$ cat src/rtl/flash_host_regs.svh
// Opcodes, field positions, reset values and timing counts for the flash host
`ifndef FLASH_HOST_REGS_SVH
`define FLASH_HOST_REGS_SVH
// Operation
// - Wrap setup: opcode 77H, 24 dummy bits, one wrap byte, then deselect.
// - Wrap disable is 1 at power-on; set it again to return to linear.
// - Opcode 90H plus 24-bit address; address 1 returns device code first.
// - Opcode 92H: same identification, address and data two bits per clock.
// - Opcode 94H: four lines, address then 4 dummy clocks before data.
// - Opcode 4Bh, four dummy bytes, then a 64-bit unique number.
// - Power-down B9h needs select raised right after the eighth bit.
// - Release ABH then select held high for the release wait time.
// - Release with identification needs the longer wait before next command; here RES2_NS equals RES1_NS (3000 ns).
// - Opcode 48H, 3-byte address, one dummy byte, then incrementing data.
`define OP_WRAP 8'h77
`define OP_MFID 8'h90
`define OP_MFID_DUAL 8'h92
`define OP_MFID_QUAD 8'h94
`define OP_JEDEC 8'h9f
`define OP_UID 8'h4b
`define OP_PDOWN 8'hb9
`define OP_RELEASE 8'hab
`define OP_SECREAD 8'h48
`define WRAP_DIS_BIT 4
`define WRAP_RESET 8'h10
`define SCK_HALF 4'h6
`define CS_GAP_CYC 8'h08
`define PDOWN_ENTRY_NS 3000
`define RES1_NS 3000
`define RES2_NS 3000
`define CLK_NS 10
`endif

$ cat src/rtl/flash_host_pkg.sv
// Types for the flash host controller
package flash_host_pkg;
   typedef enum logic [3:0] {
      CMD_WRAP, CMD_MFID, CMD_MFID_DUAL, CMD_MFID_QUAD, CMD_JEDEC,
      CMD_UID, CMD_PDOWN, CMD_RELEASE, CMD_RELEASE_ID, CMD_SECREAD
   } command_type;
   typedef enum logic [2:0] {
      ST_IDLE, ST_SHIFT, ST_DESEL, ST_WAIT
   } state_type;
endpackage

$ cat src/rtl/flash_host.sv
// Host controller driving a serial flash over single, dual and quad lines
`timescale 1ns/100ps
`default_nettype none
`include "flash_host_regs.svh"
module flash_host #(
   parameter int ENTRY_CYC = (`PDOWN_ENTRY_NS + `CLK_NS - 1) / `CLK_NS,
   parameter int RES1_CYC = (`RES1_NS + `CLK_NS - 1) / `CLK_NS,
   parameter int RES2_CYC = (`RES2_NS + `CLK_NS - 1) / `CLK_NS
) (
   // Clock and reset
   input wire logic clock,
   input wire logic reset_n,
   // User command port
   input wire logic cmdValid,
   output logic cmdReady,
   input wire flash_host_pkg::command_type cmdCode,
   input wire logic [23:0] cmdAddr,
   input wire logic [7:0] cmdWrap,
   input wire logic [7:0] cmdLength,
   output logic rdValid,
   output logic [7:0] rdData,
   output logic done,
   output logic powerDown,
   output logic [7:0] wrapSetting,
   // Flash pins
   output logic csN,
   output logic sck,
   input wire logic [3:0] ioIn,
   output logic [3:0] ioOut,
   output logic [3:0] ioOeN
);
   // ------------------------------------------------------------
   // Input synchroniser
   // ------------------------------------------------------------
   logic [3:0] ioMeta_reg;
   logic [3:0] ioSync_reg;
   always_ff @(posedge clock or negedge reset_n) begin
      if (!reset_n) begin
         ioMeta_reg <= 4'h0;
         ioSync_reg <= 4'h0;
      end else begin
         ioMeta_reg <= ioIn;
         ioSync_reg <= ioMeta_reg;
      end
   end

   // ------------------------------------------------------------
   // Command decode
   // ------------------------------------------------------------
   function automatic logic [7:0] opcode_of(input flash_host_pkg::command_type c);
      case (c)
         flash_host_pkg::CMD_WRAP: opcode_of = `OP_WRAP;
         flash_host_pkg::CMD_MFID: opcode_of = `OP_MFID;
         flash_host_pkg::CMD_MFID_DUAL: opcode_of = `OP_MFID_DUAL;
         flash_host_pkg::CMD_MFID_QUAD: opcode_of = `OP_MFID_QUAD;
         flash_host_pkg::CMD_JEDEC: opcode_of = `OP_JEDEC;
         flash_host_pkg::CMD_UID: opcode_of = `OP_UID;
         flash_host_pkg::CMD_PDOWN: opcode_of = `OP_PDOWN;
         flash_host_pkg::CMD_SECREAD: opcode_of = `OP_SECREAD;
         default: opcode_of = `OP_RELEASE;
      endcase
   endfunction

   // Bits moved per clock after the opcode
   function automatic logic [2:0] lanes_of(input flash_host_pkg::command_type c);
      case (c)
         flash_host_pkg::CMD_MFID_DUAL: lanes_of = 3'h2;
         flash_host_pkg::CMD_MFID_QUAD: lanes_of = 3'h4;
         default: lanes_of = 3'h1;
      endcase
   endfunction

   // ------------------------------------------------------------
   // Control state
   // ------------------------------------------------------------
   flash_host_pkg::state_type state_reg;
   flash_host_pkg::command_type cmd_reg;
   logic [3:0] div_reg;
   logic [7:0] bitCnt_reg;
   logic [7:0] phaseEnd_reg;
   logic [39:0] shift_reg;
   logic [7:0] inByte_reg;
   logic [3:0] inBits_reg;
   logic [7:0] outLeft_reg;
   logic [15:0] wait_reg;
   logic pdown_reg;
   logic [7:0] wrap_reg;
   logic [2:0] lanes;
   logic [2:0] shiftLanes;
   logic start;
   logic [15:0] waitLimit;
   logic waitOver;
   logic rise;
   logic fall;
   logic inData;
   logic [7:0] hdrBits;

   assign lanes = (bitCnt_reg < 8'd8) ? 3'h1 : lanes_of(cmd_reg);
   // The eighth fall still drops a single opcode bit
   assign shiftLanes = (bitCnt_reg <= 8'd8) ? 3'h1 : lanes_of(cmd_reg);
   assign rise = (state_reg == flash_host_pkg::ST_SHIFT) && !sck && (div_reg == `SCK_HALF);
   assign fall = (state_reg == flash_host_pkg::ST_SHIFT) && sck && (div_reg == `SCK_HALF);
   assign inData = bitCnt_reg >= phaseEnd_reg;
   assign cmdReady = (state_reg == flash_host_pkg::ST_IDLE);
   assign start = cmdValid && cmdReady && (!pdown_reg || cmdCode == flash_host_pkg::CMD_RELEASE ||
      cmdCode == flash_host_pkg::CMD_RELEASE_ID);

   // Header length in clocks: opcode plus address and dummy phases
   always_comb begin
      case (cmdCode)
         flash_host_pkg::CMD_WRAP: hdrBits = 8'd40;
         flash_host_pkg::CMD_MFID: hdrBits = 8'd32;
         flash_host_pkg::CMD_MFID_DUAL: hdrBits = 8'd20;
         flash_host_pkg::CMD_MFID_QUAD: hdrBits = 8'd18;
         flash_host_pkg::CMD_JEDEC: hdrBits = 8'd8;
         flash_host_pkg::CMD_UID: hdrBits = 8'd40;
         flash_host_pkg::CMD_RELEASE_ID: hdrBits = 8'd32;
         flash_host_pkg::CMD_SECREAD: hdrBits = 8'd40;
         default: hdrBits = 8'd8;
      endcase
   end

   // Select-high time after each frame
   always_comb begin
      case (cmd_reg)
         flash_host_pkg::CMD_PDOWN: waitLimit = 16'(ENTRY_CYC);
         flash_host_pkg::CMD_RELEASE: waitLimit = 16'(RES1_CYC);
         flash_host_pkg::CMD_RELEASE_ID: waitLimit = 16'(RES2_CYC);
         default: waitLimit = 16'(`CS_GAP_CYC);
      endcase
   end
   assign waitOver = (state_reg == flash_host_pkg::ST_WAIT) && (wait_reg >= waitLimit);

   // ------------------------------------------------------------
   // Sequencer
   // ------------------------------------------------------------
   always_ff @(posedge clock or negedge reset_n) begin
      if (!reset_n) begin
         state_reg <= flash_host_pkg::ST_IDLE;
         cmd_reg <= flash_host_pkg::CMD_JEDEC;
         div_reg <= 4'h0;
         sck <= 1'b0;
         csN <= 1'b1;
         bitCnt_reg <= 8'h00;
         phaseEnd_reg <= 8'h00;
         shift_reg <= 40'h0;
         outLeft_reg <= 8'h00;
         wait_reg <= 16'h0;
      end else begin
         case (state_reg)
            flash_host_pkg::ST_IDLE: begin
               // Only release is sent while the device sleeps
               if (start) begin
                  cmd_reg <= cmdCode;
                  csN <= 1'b0;
                  div_reg <= 4'h0;
                  bitCnt_reg <= 8'h00;
                  phaseEnd_reg <= hdrBits;
                  outLeft_reg <= cmdLength;
                  if (cmdCode == flash_host_pkg::CMD_WRAP) begin
                     shift_reg <= {`OP_WRAP, 24'h0, cmdWrap};
                  end else begin
                     shift_reg <= {opcode_of(cmdCode), cmdAddr, 8'h00};
                  end
                  state_reg <= flash_host_pkg::ST_SHIFT;
               end
            end
            flash_host_pkg::ST_SHIFT: begin
               div_reg <= (div_reg == `SCK_HALF) ? 4'h0 : div_reg + 4'h1;
               if (rise) begin
                  sck <= 1'b1;
                  bitCnt_reg <= bitCnt_reg + 8'h01;
               end
               if (fall) begin
                  sck <= 1'b0;
                  if (!inData) begin
                     if (shiftLanes == 3'h4) begin
                        shift_reg <= {shift_reg[35:0], 4'h0};
                     end else if (shiftLanes == 3'h2) begin
                        shift_reg <= {shift_reg[37:0], 2'h0};
                     end else begin
                        shift_reg <= {shift_reg[38:0], 1'b0};
                     end
                  end
                  // Deselect right after the header, or after the last byte
                  if (bitCnt_reg == phaseEnd_reg && (outLeft_reg == 8'h00 ||
                        phaseEnd_reg == 8'd8 && cmd_reg != flash_host_pkg::CMD_JEDEC ||
                        cmd_reg == flash_host_pkg::CMD_WRAP)) begin
                     csN <= 1'b1;
                     wait_reg <= 16'h0;
                     state_reg <= flash_host_pkg::ST_WAIT;
                  end
                  if (inData && inBits_reg == 4'h8 && outLeft_reg == 8'h01) begin
                     csN <= 1'b1;
                     wait_reg <= 16'h0;
                     state_reg <= flash_host_pkg::ST_WAIT;
                  end
                  if (inData && inBits_reg == 4'h8 && outLeft_reg != 8'h00) begin
                     outLeft_reg <= outLeft_reg - 8'h01;
                  end
               end
            end
            flash_host_pkg::ST_WAIT: begin
               wait_reg <= wait_reg + 16'h1;
               // Hold select high for the wait the command needs
               if (waitOver) begin
                  state_reg <= flash_host_pkg::ST_IDLE;
               end
            end
            default: state_reg <= flash_host_pkg::ST_IDLE;
         endcase
      end
   end

   a_select_idle_high: assert property (@(posedge clock) disable iff (!reset_n)
      (state_reg != flash_host_pkg::ST_SHIFT) |-> csN)
      else $error("select low outside a frame");
   a_clock_low_deselected: assert property (@(posedge clock) disable iff (!reset_n)
      csN |-> !sck)
      else $error("serial clock high while deselected");
   a_pdown_select_rise: assert property (@(posedge clock) disable iff (!reset_n)
      (fall && cmd_reg == flash_host_pkg::CMD_PDOWN && bitCnt_reg == 8'd8) |=> csN)
      else $error("power-down frame not closed after eighth bit");
   a_wrap_frame_end: assert property (@(posedge clock) disable iff (!reset_n)
      (fall && cmd_reg == flash_host_pkg::CMD_WRAP && bitCnt_reg == 8'd40) |=>
      (csN && state_reg == flash_host_pkg::ST_WAIT))
      else $error("wrap frame not closed after forty clocks");
   a_release_wait_held: assert property (@(posedge clock) disable iff (!reset_n)
      (state_reg == flash_host_pkg::ST_WAIT && cmd_reg == flash_host_pkg::CMD_RELEASE &&
      wait_reg < 16'(RES1_CYC)) |=> (state_reg == flash_host_pkg::ST_WAIT))
      else $error("release wait cut short");
   a_release_id_wait: assert property (@(posedge clock) disable iff (!reset_n)
      (state_reg == flash_host_pkg::ST_WAIT && cmd_reg == flash_host_pkg::CMD_RELEASE_ID &&
      wait_reg < 16'(RES2_CYC)) |=> (state_reg == flash_host_pkg::ST_WAIT))
      else $error("release with identification wait cut short");

   // ------------------------------------------------------------
   // Data pins
   // ------------------------------------------------------------
   always_ff @(posedge clock or negedge reset_n) begin
      if (!reset_n) begin
         ioOut <= 4'h0;
         ioOeN <= 4'hf;
      end else if (state_reg != flash_host_pkg::ST_SHIFT || inData) begin
         ioOut <= 4'h0;
         ioOeN <= (state_reg == flash_host_pkg::ST_SHIFT) ? 4'hf : {3'h7, csN};
      end else if (lanes == 3'h4) begin
         ioOut <= shift_reg[39:36];
         ioOeN <= 4'h0;
      end else if (lanes == 3'h2) begin
         ioOut <= {2'h0, shift_reg[39:38]};
         ioOeN <= 4'hc;
      end else begin
         ioOut <= {3'h0, shift_reg[39]};
         ioOeN <= 4'he;
      end
   end

   a_data_lines_released: assert property (@(posedge clock) disable iff (!reset_n)
      (state_reg == flash_host_pkg::ST_SHIFT && inData) |=> (ioOeN == 4'hf))
      else $error("host drives lines during data phase");
   a_quad_lines_driven: assert property (@(posedge clock) disable iff (!reset_n)
      (state_reg == flash_host_pkg::ST_SHIFT && !inData && bitCnt_reg >= 8'd8 &&
      cmd_reg == flash_host_pkg::CMD_MFID_QUAD) |=> (ioOeN == 4'h0))
      else $error("quad address not driven on four lines");

   // ------------------------------------------------------------
   // Read data capture on rising edges
   // ------------------------------------------------------------
   always_ff @(posedge clock or negedge reset_n) begin
      if (!reset_n) begin
         inByte_reg <= 8'h00;
         inBits_reg <= 4'h0;
         rdValid <= 1'b0;
         rdData <= 8'h00;
      end else begin
         rdValid <= 1'b0;
         if (state_reg == flash_host_pkg::ST_IDLE) begin
            inBits_reg <= 4'h0;
         end else if (fall && inData && inBits_reg == 4'h8) begin
            inBits_reg <= 4'h0;
            rdValid <= 1'b1;
            rdData <= inByte_reg;
         end else if (rise && inData) begin
            if (lanes == 3'h4) begin
               inByte_reg <= {inByte_reg[3:0], ioSync_reg};
               inBits_reg <= inBits_reg + 4'h4;
            end else if (lanes == 3'h2) begin
               inByte_reg <= {inByte_reg[5:0], ioSync_reg[1:0]};
               inBits_reg <= inBits_reg + 4'h2;
            end else begin
               inByte_reg <= {inByte_reg[6:0], ioSync_reg[1]};
               inBits_reg <= inBits_reg + 4'h1;
            end
         end
      end
   end

   // ------------------------------------------------------------
   // Device mode mirror
   // ------------------------------------------------------------
   logic [7:0] wrapPend_reg;
   always_ff @(posedge clock or negedge reset_n) begin
      if (!reset_n) begin
         pdown_reg <= 1'b0;
         wrap_reg <= `WRAP_RESET;
         wrapPend_reg <= `WRAP_RESET;
         done <= 1'b0;
      end else begin
         done <= 1'b0;
         // Wrap byte kept apart, the shifter is emptied by the frame
         if (start && cmdCode == flash_host_pkg::CMD_WRAP) begin
            wrapPend_reg <= cmdWrap;
         end
         if (waitOver) begin
            done <= 1'b1;
            if (cmd_reg == flash_host_pkg::CMD_PDOWN) begin
               pdown_reg <= 1'b1;
            end
            if (cmd_reg == flash_host_pkg::CMD_RELEASE ||
                  cmd_reg == flash_host_pkg::CMD_RELEASE_ID) begin
               pdown_reg <= 1'b0;
            end
            if (cmd_reg == flash_host_pkg::CMD_WRAP) begin
               wrap_reg <= wrapPend_reg & 8'h70;
            end
         end
      end
   end

   assign powerDown = pdown_reg;
   assign wrapSetting = wrap_reg;
endmodule
`default_nettype wire

$ cat config.mk
export PLATFORM = sky130hd
export DESIGN_NAME = flash_host
export DESIGN_NICKNAME = d
export VERILOG_FILES = /design/src/rtl/flash_host_pkg.sv /design/src/rtl/flash_host.sv
export VERILOG_INCLUDE_DIRS = /design/src /design/src/rtl
export SDC_FILE = /design/constraint.sdc
export NUM_CORES = 1
export LEC_CHECK = 0
export BUFFER_PORTS_ARGS = -buffer_cell sky130_fd_sc_hd__buf_2
export CORE_MARGIN = 2
export CORE_UTILIZATION = 60
export DETAILED_ROUTE_END_ITERATION = 12
export PLACE_DENSITY = 0.81
export SETUP_SLACK_MARGIN = 0.1
export SLEW_MARGIN = 20
export SYNTH_ARGS = -nofsm -noshare
export SYNTH_HDL_FRONTEND = slang
export SYNTH_SLANG_ARGS = --single-unit
$ cat constraint.sdc
create_clock -name clock -period 3.7 [get_ports clock]
set_clock_uncertainty 0.2 [all_clocks]
set_input_delay 0.185 -clock clock [delete_from_list [all_inputs] [get_ports clock]]
set_output_delay 0.185 -clock clock [all_outputs]
set_load 0.02 [all_outputs]
# ---- After elaboration in Yosys (flattened, before gate mapping)
# Memory sizes are Yosys's and may differ from the RTL's. A register that Yosys moved wholly into a read port is not among the register bits.
# Cells that the tools add are included.
dict set report word_totals {
  register_bits 142
  latch_bits 0
  mem_bits_rw 0
  memories 2
  romBits 208
  out_inout_bits 30
}
dict set report op_classes {
  mux 57
  n_eq_ne 27
  div 0
  order_cmp 4
  add_sub_neg 7
  n_mul 0
  bitwise_logic 2
  reduce_logical 49
  shift 0
}
# memory depth word_bits read_ports rd_ports_with_merged_regs wr line
set memory_table {}
lappend memory_table {{(name not given)} 16 8 1 0 0 flash_host.sv:51} ;# case (c)
lappend memory_table {{(name not given)} 16 5 1 1 0 flash_host.sv:110} ;# case (cmdCode)
# op n
set op_table {}
lappend op_table {{$mux 40} 6}
lappend op_table {{$pmux 40 s2} 1}
lappend op_table {{$mux 8} 7}
lappend op_table {{$mux 16} 3}
lappend op_table {{$mux 4} 11}
lappend op_table {{$pmux 16 s2} 1}
lappend op_table {{$pmux 8 s2} 2}
lappend op_table {{$mux 3} 7}
lappend op_table {{$add 16x1->16 const B} 1}
lappend op_table {{$eq 4x3->1 const B} 4}
lappend op_table {{$ge 16x16->1} 1}
lappend op_table {{$logic_and 1x1->1} 16}
lappend op_table {{$reduce_and 4->1} 4}
lappend op_table {{$eq 4x4->1 const B} 3}
lappend op_table {{$mux 1} 12}
lappend op_table {{$reduce_and 2->1} 6}
lappend op_table {{$ne 2x2->1 const B} 5}
lappend op_table {{$eq 3x2->1 const B} 3}
lappend op_table {{$mux 9} 1}
lappend op_table {{$pmux 3 s3} 1}
lappend op_table {{$reduce_and 3->1} 3}
lappend op_table {{$add 4x1->4 const B} 2}
lappend op_table {{$add 8x1->8 const B} 1}
lappend op_table {{$eq 4x2->1 const B} 2}
lappend op_table {{29 further kinds} 43}

# ---- Depth between registers and ports, before layout
# Gate-level depths: netlist of run 1.
dict set report logic_depth {
  depth_word 9
  depth_mapped 10
  ltp_nobuf 8
}

# ---- Worst setup path before layout of run 1
# Ideal clock, no wire load.
dict set report synth_timing {
  path_kind {register -> register}
  start {register cmd_reg[1]}
  end {register wrap_reg[5], in the netlist wrapSetting[5]}
  t_required_ns 3.375
  path_stages_with_launch 9
  arrival_time_ns 2.407
  setup_slack_ns 0.968
  period_less_slack_ns 2.732
  path_cell_list {dfrtp_1 or4b_2 nand2_1 ha_1 a21bo_2 a21oi_1 o221ai_2 nand4_1 mux2_2}
}
dict set report synth_via {
  elab_chain_cells 6
  elab_cells_between_ends 9
}
# element line
set synth_rtl {}
lappend synth_rtl {{from (decl)} flash_host.sv:77} ;# flash_host_pkg::command_type cmd_reg;
lappend synth_rtl {{from (signal assigned)} flash_host.sv:140} ;# cmd_reg <= flash_host_pkg::CMD_JEDEC;
lappend synth_rtl {{from (signal assigned)} flash_host.sv:154} ;# cmd_reg <= cmdCode;
lappend synth_rtl {{$eq 4x3->1 / $eq 4x4->1 (equally long branches)} flash_host.sv:125} ;# case (cmd_reg)
lappend synth_rtl {{$reduce_or 3->1 (no line)} n/a}
lappend synth_rtl {{$mux 9} flash_host.sv:125}
lappend synth_rtl {{$ge 16x16->1} flash_host.sv:132} ;# assign waitOver = (state_reg == flash_host_pkg::ST_WAIT) && (wait_reg >= waitLimit);
lappend synth_rtl {{$logic_and 1x1->1} flash_host.sv:132}
lappend synth_rtl {{$reduce_and 2->1 (no line) (*)} n/a}
lappend synth_rtl {{to (signal assigned)} flash_host.sv:306} ;# wrap_reg <= `WRAP_RESET;
lappend synth_rtl {{to (signal assigned)} flash_host.sv:325} ;# wrap_reg <= wrapPend_reg & 8'h70;
lappend synth_rtl {{to (decl)} flash_host.sv:87} ;# logic [7:0] wrap_reg;
# Every way passes the cells marked *; elsewhere a longest branch is shown, timed or not.
# A chain may end at the register's enable or synchronous reset.

# ---- Worst setup path after layout of run 1
dict set report layout_timing {
  start {register state_reg[1]}
  end {register shift_reg[23]}
}
dict set report layout_via {
  elab_chain_cells 5
  elab_cells_between_ends 12
}
# element line
set layout_rtl {}
lappend layout_rtl {{from (decl)} flash_host.sv:76} ;# flash_host_pkg::state_type state_reg;
lappend layout_rtl {{from (signal assigned)} flash_host.sv:139} ;# state_reg <= flash_host_pkg::ST_IDLE;
lappend layout_rtl {{from (signal assigned)} flash_host.sv:165} ;# state_reg <= flash_host_pkg::ST_SHIFT;
lappend layout_rtl {{from (signal assigned)} flash_host.sv:191} ;# state_reg <= flash_host_pkg::ST_WAIT;
lappend layout_rtl {{$eq 3x1->1 / $logic_not 3->1 (equally long branches)} {flash_host.sv:102, flash_host.sv:150, flash_host.sv:104}}
lappend layout_rtl {{$logic_and 1x1->1, on equally long branches (2 in series)} {flash_host.sv:102, flash_host.sv:105}}
lappend layout_rtl {{$ne 2x2->1 (no line) / $ne 2x1->1 (equally long branches)} n/a}
lappend layout_rtl {{$reduce_and 4->1 (no line)} n/a}
lappend layout_rtl {{to (signal assigned)} flash_host.sv:161} ;# shift_reg <= {`OP_WRAP, 24'h0, cmdWrap};
lappend layout_rtl {{to (signal assigned)} flash_host.sv:163} ;# shift_reg <= {opcode_of(cmdCode), cmdAddr, 8'h00};
lappend layout_rtl {{to (signal assigned)} flash_host.sv:178} ;# shift_reg <= {shift_reg[35:0], 4'h0};
lappend layout_rtl {{to (decl)} flash_host.sv:81} ;# logic [39:0] shift_reg;
# Parallel ways exist; a longest one is shown, timed or not.

==> results.md, run 1 <==
- Tot Pwr: between 3 and 4 mW
- Switch Pwr: 0.775 mW
- Leak Pwr: 4.18 nW
- GRT overflow: 0
- Reg2Reg Setup Slack: 0.71 ns
- Final WS setup: 0.708 ns
- Logic pwr share: 0.051
- Status: finished clean
- Post-synth top area share: 0.401
- Internal power: 2.78 mW
- P&R area growth vs syn: 20.5%
- Slew Limit Fails: 0
- Initial antenna violation count: 0
- Slew @ Worst Pin: between 0.8 and 0.9 ns
- Core area: 12,700 µm²
- Final hold violations: 0
- Placed wire-length estimate: 12,900 µm
- Sw Ratio: 0.218
- Peak VDD IR: 0.310 mV
- Critical path class: reg -> reg
- Max-cap viol count: 0
- Vias: 7,621
- Routed WL: 21,700 µm
- Die width: around 120 µm
- Crit start category: flop
- CP Cell Sequence: nor2b_2 > buf_4 > nand2_1 > nor3_4 > buf_4 > a221o_1 > o22a_1
- Clk slew on worst S/H paths: 0.06 ns
- CTS resizes: 0
- Relative slew slack: 0.412
- DRT Pass-1 Iters: 6
- Final period util: 0.809
- Post-place setup slack: 0.718 ns
- Worst-skew pair later-pin latency: 0.42 ns
- # setup viols final: 0
- Cell row count: 41
- Main synth FF type: dfrtp_1
- Ranking of synthesized cells by area: dfrtp_1 (40%), o31ai_1 (4.3%), a21oi_1 (3.9%)
- TritonCTS clock tree: done
- GPL Wtd Cong: 0.991
- CP required: 3.85 ns
- All-Layer GR Usage: 0.309
- TNS Setup: 0 ns
- Clock root buffer: clkbuf_16
- Post-route ant nets: 0
- Initial drt markers: around 1,100
- Gate Count Post-Synth: 854
- DRC Markers: 0
- Power Density: approximately 380 nW/µm²
- Num CTS Buffers: 17
- Count of placed standard cells including taps: roughly 1,000
- Clk pwr share: 0.523
- TritonCTS Sinks: 133
- Post-Route Utilization: 0.744
- Die area: 14,000 µm²
- Max frequency: 334 MHz
- Hold_ws: 0.146 ns
- Share of power burned in registers: 0.426
- Die height: 118 µm
- First-pass GRT wire length: 35,500 µm
- Number of flip-flops in the largest register: 40
- Final Non-Filler Cells: 1,129
- Design area: between 9000 and 10,000 µm²
- Diodes inserted: 0
- Via/cell ratio: 6.75
- Dominant cell type by area after synthesis: dfrtp_1
- Syn_area_per_cell: 9.20 µm²
- Post-synthesis register bit count: between 100 and 150
- Crit end category: flop
- Mapped cell area: just under 8000 µm²
- CP peak stage delay: 0.67 ns
- Starting Density: 0.617
- Placed instance area: 8300 µm²
- Htree depth: 4
- Most used cell, CP: buf_4
- Synth unique cells: 75
- Share of layout cells above drive strength 1: 0.171
- DR WL/cell: 19.2 µm
- WP data arrival: between 3 and 4 ns
- Post-CTS setup buffer count: 0
- Critical Path Slowest Stage Cell: dfrtp_1
- Vias in the first global route: 7,141
- Synth async-reset ratio: 1.00
- Final nets: 1,017
- Ys Warns: 0
- Largest net degree at the start of global routing: 72
- Register area share after synthesis: 0.425
- Worst hold path class: reg -> reg
- PortBufs: 75
- Tmin final: 2.99 ns
- # IOs: 81
- CP max FO: 35
- Post-synth EDFFs: 0
- Hold buffers post-CTS: 50
- RSZ-0062 raised after global routing: false
- Clk buf depth: 2
per-layer routing:
| metal | track usage | up-vias | routed length, µm |
|---|---|---|---|
| met4 | 0.0885 | 0 | 467 |
| met2 | 0.528 | 508 | 10700 |
| li1 | - | 3399 | - |
| met3 | 0.0627 | 58 | 1910 |
| met5 | 0 | - | 0 |
| met1 | 0.398 | 3656 | 8620 |
power by group through the flow:
stage,Clock (mW),Combinational [mW],Sequential [mW]
3_3_place_gp,0,0.132,1.53
3_5_place_dp,0,0.137,1.54
4_1_cts,1.86,0.179,1.51
2_1_floorplan,0,0.0677,1.53
5_1_grt,1.93,0.199,1.51
6_report,1.86,0.181,1.51
cell usage in the layout (no fill, tap or decap), types with 16 or more instances in the layout:
master         count
a21oi_1           60
a221o_1           29
a31oi_1           16
buf_2             74
buf_4             19
clkbuf_16         17
dfrtp_1          125
dlygate4sd3_1     50
ha_1              22
inv_1             35
nand2_1           77
nand3_1           26
nand4_1           44
nor2_1            51
nor3_1            18
o21ai_0           33
o22a_1            32
o31ai_1           43
worst max-delay path, delay by kind of cell (launching register included):
kind                   cells  cell delay [ns]
DFF                        1             0.67
buffers and inverters      2             0.73
and+or+nand+nor            3             0.86
AOI/OAI and AO/OA          2             0.44
cells in the mapped netlist, types with 22 or more instances:
cell,count
o22a_1,32
nand3_1,26
o21ai_0,33
o31ai_1,45
clkbuf_1,47
inv_1,35
nand2_1,77
ha_1,22
a21oi_1,61
nand4_1,44
nor2_1,51
dfrtp_1,126
a221o_1,29
path summary, 6_finish.rpt:
path / endpoint / cells after the start / startpoint
max: shift_reg[23] / 7 / state_reg[1]
min: ioSync_reg[1] / 0 / ioMeta_reg[1]
max reg2reg: shift_reg[23] / 7 / state_reg[1]
min reg2reg: ioSync_reg[1] / 0 / ioMeta_reg[1]
max in group asynchronous: ioOeN[2] / 3 / reset_n
min in group asynchronous: outLeft_reg[2] / 2 / reset_n
final cells by class:
cell class / instances / area, µm²
inverter: 37 / 139
clock inverter: 11 / 173
timing repair buffer: 144 / 1030
clock buffer: 21 / 480
multi-input combinational: 611 / 4090
fill: 910 / 3260
sequential: 133 / 3340
tap: 172 / 215
cell families (layout without fill, tap and decap cells):
logic type,after synthesis,in the layout,share of synthesized area
xor+xnor,9,9,0.0100
fa+ha+maj,22,22,0.0350
simple gates,273,273,0.177
buf+inv,114,213,0.0647
mux,20,20,0.0266
compound gates,282,282,0.261
other cells,1,5,0.000477
flops,133,133,0.425
(Power assumes the default switching activity.)
==> run 2, diff against run 1 <==
Settings changed: ABC_AREA from default to 1, CORE_UTILIZATION 60 to 54, PLACE_DENSITY 0.81 to 0.77.
Clock period 3.7 ns to 2.5 ns, I/O delays scaled along.
==> results.md, run 2 <==
- RSZ-0062 raised after global routing: false
- Post-route ant nets: 0
- # setup viols final: 0
- Mux cell area share after synthesis: 0
- Commonest non-fill, non-tap cell in the layout: nand2_1
- Vias: a little under 8,000
- Critical path class: reg -> reg
- Tot Pwr: 5.65 mW
- Register area share after synthesis: 0.416
- Synth unique cells: 38
- TNS Setup: 0 ns
- # IOs: roughly 80
- Cell row count: 44
- Worst-skew pair later-pin latency: 0.43 ns
- Final hold violations: 0
- Reg2reg start: cmd_reg[3]
- Post-synthesis register bit count: about 130
- Worst hold path class: in -> async
- Die width: 126 µm
- Slew @ Worst Pin: 0.586 ns
- Tmin final: 2.19 ns
- CP max FO: 39
- Clk slew on worst S/H paths: around 0.06 ns
- All-Layer GR Usage: 0.265
- Slew Limit Fails: 0
- WP data arrival: 2.31 ns
- Via/cell ratio: 5.41
- First-pass GRT wire length: 34,400 µm
- Num CTS Buffers: 17
- Share of layout cells above drive strength 1: 0.132
- Die height: about 130 µm
- Gate Count Post-Synth: 1,150
- Ys Warns: 0
- Dominant cell type by area after synthesis: dfrtp_1
- Main synth FF type: dfrtp_1
- Final nets: 1,342
- Syn_area_per_cell: about 7 µm²
- Post-synth top area share: 0.393
- Placed wire-length estimate: 13,400 µm
- Most numerous cell in the Yosys netlist: nand2_1
- GRT overflow: 0
- Initial antenna violation count: 0
- Synth async-reset ratio: 1.00
- TritonCTS Sinks: 133
- PortBufs: between 70 and 80
- Core area: roughly 15,000 µm²
- Die area: 15,900 µm²
- TritonCTS clock tree: done
- Initial drt markers: 723
- Commonest cells after routing, fill and taps aside: nand2_1 (462), nand3_1 (171), dfrtp_1 (126), inv_1 (90), buf_2 (74)
- CP required: 2.63 ns
- Leak Pwr: 5.16 nW
- Vias in the first global route: 7,144
- Diodes inserted: 0
- Ranking of synthesized cells by area: dfrtp_1 (39%), nand2_1 (22%), nand3_1 (11%)
- Largest family of logic cells by synthesized area: simple AND/OR/NAND/NOR gates
- Clk buf depth: 2
- GPL Wtd Cong: 0.880
- DR WL/cell: 14.0 µm
- Final period util: 0.874
- Status: finished clean
- Crit end category: flop
- Synth cell count leaders: nand2_1 (463), nand3_1 (172), dfrtp_1 (126), inv_1 (90), nor2_1 (57)
- Post-synth EDFFs: 0
- DRT Pass-1 Iters: 6
- Starting Density: 0.552
- Crit start category: flop
- Clock root buffer: clkbuf_16
- Max frequency: 458 MHz
- Relative slew slack: 0.610
- Max-cap viol count: 0
- Mapped cell area: 8020 µm²
- Peak VDD IR: 0.541 mV
- Number of flip-flops in the largest register: 40
- Simple-gate portion of the synthesized area: 0.395
- Synth Area in Compound Gates: 0.0632
- DRC Markers: 0
- Post-synthesis xor/xnor area fraction: 0.00873
- Routed WL: 20,500 µm
- Crit. Startpoint: cmd_reg[3]
- Power Density: roughly 580 nW/µm²
- Post-Synth Adder-Cell Area: 0.0343
- Largest net degree at the start of global routing: 61
- Htree depth: 4
- Post-CTS setup buffer count: 0
- P&R area growth vs syn: 21.0%
## run 2: changes by cell type after synthesis, moves of 11 or more
cell / previous run / this run
o22a_1: 32 / 0
nand3_1: 26 / 172
a221o_1: 29 / 0
nand4_1: 44 / 13
inv_2: 1 / 12
o21ai_0: 33 / 50
o31ai_1: 45 / 6
a31oi_1: 16 / 3
inv_1: 35 / 90
nand2_1: 77 / 463
clkbuf_1: 47 / 14
mux2i_1: 13 / 0
a21oi_1: 61 / 12
## run 2: path summary, 6_finish.rpt
path / slack (ns) / end / cells after the start
min in group clock: 0.15 / ioMeta_reg[3] / 2
setup / recovery: 0.31 / shift_reg[12] / 13
hold / removal: 0.04 / ioMeta_reg[3] / 2
hold reg to reg: 0.15 / ioSync_reg[1] / 0
setup reg to reg: 0.31 / shift_reg[12] / 13
max in group asynchronous: 1.27 / ioOeN[1] / 3
## run 2: what timing repair did
action,CTS,global route
resized for setup,0,2
setup endpoints to repair,0,20
hold endpoints to repair,127,0
hold buffers,49,0
## run 2: worst max-delay path, stage by stage (launching register included)
cell and delay, ns:
dfrtp_1 0.40, inv_2 0.07, nand2_1 0.10, nor2_1 0.21, nand2_1 0.12, inv_2 0.20
nand2_1 0.14, buf_12 0.20, nand2_1 0.07, nand2_1 0.05, nand2_1 0.08, nand3_1 0.11
nand2_1 0.08, nand2_1 0.05
## run 2: kinds of logic after synthesis
group,after synthesis
buf+inv,154
compound gates,91
fa+ha+maj,22
other cells,1
flops,133
simple gates,741
xor+xnor,8
## run 2: cell type report
cell class | count | area [µm²]
Fill cell | 1237 | 4830
Timing Repair Buffer | 146 | 1090
Inverter | 104 | 390
Clock inverter | 10 | 153
Tap cell | 184 | 230
Sequential cell | 133 | 3340
Multi-Input combinational cell | 867 | 4050
Clock buffer | 22 | 464
## run 2: power breakdown
group          total [mW]  switching [mW]  internal [mW]
combinational       0.673           0.393          0.281
clock                2.62           0.908           1.71
sequential           2.36          0.0918           2.26
total                5.65            1.39           4.26
## run 2: layer usage
layer	up-vias	global-route usage	routed length [µm]
li1	3923	-	-
met1	3690	0.379	9560
met2	277	0.411	9310
met3	39	0.0472	1230
met4	0	0.0873	412
met5	-	0	0
## run 2: through the flow
stage          instance area (µm²)  hold slack [ns]   util  instances  setup slack (ns)
2_1_floorplan                 8040           -0.371      -       1154             0.508
3_3_place_gp                  8590          -0.0515  0.591       1385             0.293
3_5_place_dp                  8590          -0.0526  0.591       1385             0.211
4_1_cts                       9700           0.0682  0.667       1466             0.205
5_1_grt                       9710            0.112  0.668       1466             0.108
6_report                      9710           0.0352  0.668       1466             0.315
==> run 3, diff against run 2 <==
Settings changed: CORE_UTILIZATION 54 to 45, PLACE_DENSITY 0.77 to 0.66.
==> results.md, run 3 (synthesized netlist as in run 2, its figures left out) <==
- Clk buf depth: 2
- Met2 GRT Util: 0.344
- Crit start category: flop
- Post-CTS setup buffer count: 0
- Clk pwr share: 0.468
- Via/cell ratio: 5.11
- CP max FO: 7
- Vias in the first global route: ~7,000
- Logic pwr share: 0.119
- Final hold violations: 0
- Number of flip-flops in the largest register: 40
- # IOs: between 80 and 90
- Commonest non-fill, non-tap cell in the layout: nand2_1
- Num CTS Buffers: 17
- Worst-skew pair later-pin latency: 0.42 ns
- Status: finished clean
- DRT Pass-1 Iters: 5
- Sw Ratio: 0.260
- Relative slew slack: 0.557
- Htree depth: 4
- PortBufs: 75
- M3 GR Usage: 0.0475
- Max frequency: approximately 450 MHz
- TNS Setup: 0 ns
- Design area: 9790 µm²
- Hold_ws: 0.0665 ns
- Worst hold path class: in -> async
- TritonCTS Sinks: 133
- Initial antenna violation count: 0
- TritonCTS clock tree: done
- Largest net degree at the start of global routing: 72
- Tmin final: 2.24 ns
- Internal power: roughly 4.2 mW
- Final period util: 0.894
- Slew @ Worst Pin: around 0.67 ns
- Placed wire-length estimate: 13,800 µm
- GPL Wtd Cong: slightly above 0.8
- Die height: 138 µm
- Clock root buffer: clkbuf_16
- Vias: 7,698
- First-pass GRT wire length: between 30,000 and 40,000 µm
- # setup viols final: 0
- Core area: between 15,000 and 20,000 µm²
- Share of power burned in registers: 0.413
- Diodes inserted: 0
- P&R area growth vs syn: 22.0%
- Max-cap viol count: 0
- Starting Density: 0.462
- All-Layer GR Usage: 0.228
- Die width: 138 µm
- Power Density: slightly below 600 nW/µm²
- Commonest cells after routing, fill and taps aside: nand2_1 (462), nand3_1 (171), dfrtp_1 (126), inv_1 (90), buf_2 (74)
- DR WL/cell: 13.8 µm
- Cell row count: 48
- Critical path class: reg -> reg
- Placed instance area: 8660 µm²
- Clk slew on worst S/H paths: 0.06 ns
- DRC Markers: 0
- Critical Path Slowest Stage Cell: dfstp_2
- Gr busiest metal: met2
- Die area: around 19,000 µm²
- Reg2reg start: cmd_reg[2]
- RSZ-0062 raised after global routing: false
- M1 GR Usage: 0.334
- Crit. Startpoint: cmd_reg[2]
- CP peak stage delay: 0.56 ns
- Initial drt markers: about 550
- Crit end category: flop
- GRT overflow: 0
- Switch Pwr: around 1.5 mW
- Share of layout cells above drive strength 1: 0.133
- Slew Limit Fails: 0
- Peak VDD IR: 0.694 mV
- Routed WL: 20,700 µm
- Final nets: roughly 1,300
- CP required: roughly 2.6 ns
- WP data arrival: between 2 and 2.5 ns
- Post-route ant nets: 0
- CP Cell Sequence: inv_2 > nand3_1 > nand2_1 > ha_1 > a21boi_0 > o21ai_0 > nand2_1 > nand3_2 > nand3_1 > nand2_1 > nand2_1
- Most used cell, CP: nand2_1
- Leak Pwr: between 5 and 6 nW
## run 3: changes by cell type in the layout (fill, tap and decap cells not counted), sizes merged
cell and change:
clkinv +1, inv +2, buf -1, clkbuf -5, clkinvlp +2
## run 3: metal layers
layer  part of all wire  vias to the layer above
met3              0.055                       20
li1                   -                     3921
met2               0.45                      202
met4             0.0086                        0
met1               0.49                     3555
met5                  0                        -
## run 3: area by class of cell
type,instances,area [µm²]
fillers,1675,7570
repair buffers,145,1100
clock buffers,17,425
well taps,225,282
inverters,104,390
multi-input cells,867,4050
flip-flops and latches,133,3340
clock inverters,15,205
## run 3: repair_timing
action,4_1_cts,5_1_grt
hold buffers,49,0
endpoints found under the setup margin,0,20
hold endpoints to repair,122,0
resized for setup,0,2
## run 3: worst paths after layout
check	endpoint	slack, ns	depth (start not counted)
max in group asynchronous	shift_reg[34]	1.23	3
min reg2reg	ioSync_reg[1]	0.15	0
min	rdData[7]	0.07	2
max	wrapSetting[5]	0.26	11
max reg2reg	wrapSetting[5]	0.26	11
min in group clock	state_reg[0]	0.13	5
## run 3: worst max-delay path: cells and delay by family (launching register included)
kind,cells,cell delay (ns)
AOI/OAI and AO/OA,2,0.26
adders and majority gates,1,0.29
buffers and inverters,1,0.04
DFF,1,0.56
and+or+nand+nor,7,0.77
## run 3: power by group through the flow
stage          Sequential, mW  Combinational, mW  Clock (mW)
6_report                 2.35              0.680        2.67
5_1_grt                  2.37              0.782        2.82
4_1_cts                  2.35              0.682        2.73
3_5_place_dp             2.39              0.619           0
3_3_place_gp             2.39              0.608           0
2_1_floorplan            2.39              0.386           0
## run 3: metrics by stage
stage,utilization,setup slack [ns],power (mW),std cells
floorplan,-,0.508,2.78,1154
global placement,0.499,0.251,2.99,1425
detailed placement,0.499,0.178,3.01,1425
CTS,0.564,0.185,5.77,1506
global route,0.564,0.122,5.97,1506
finish,0.564,0.264,5.71,1506
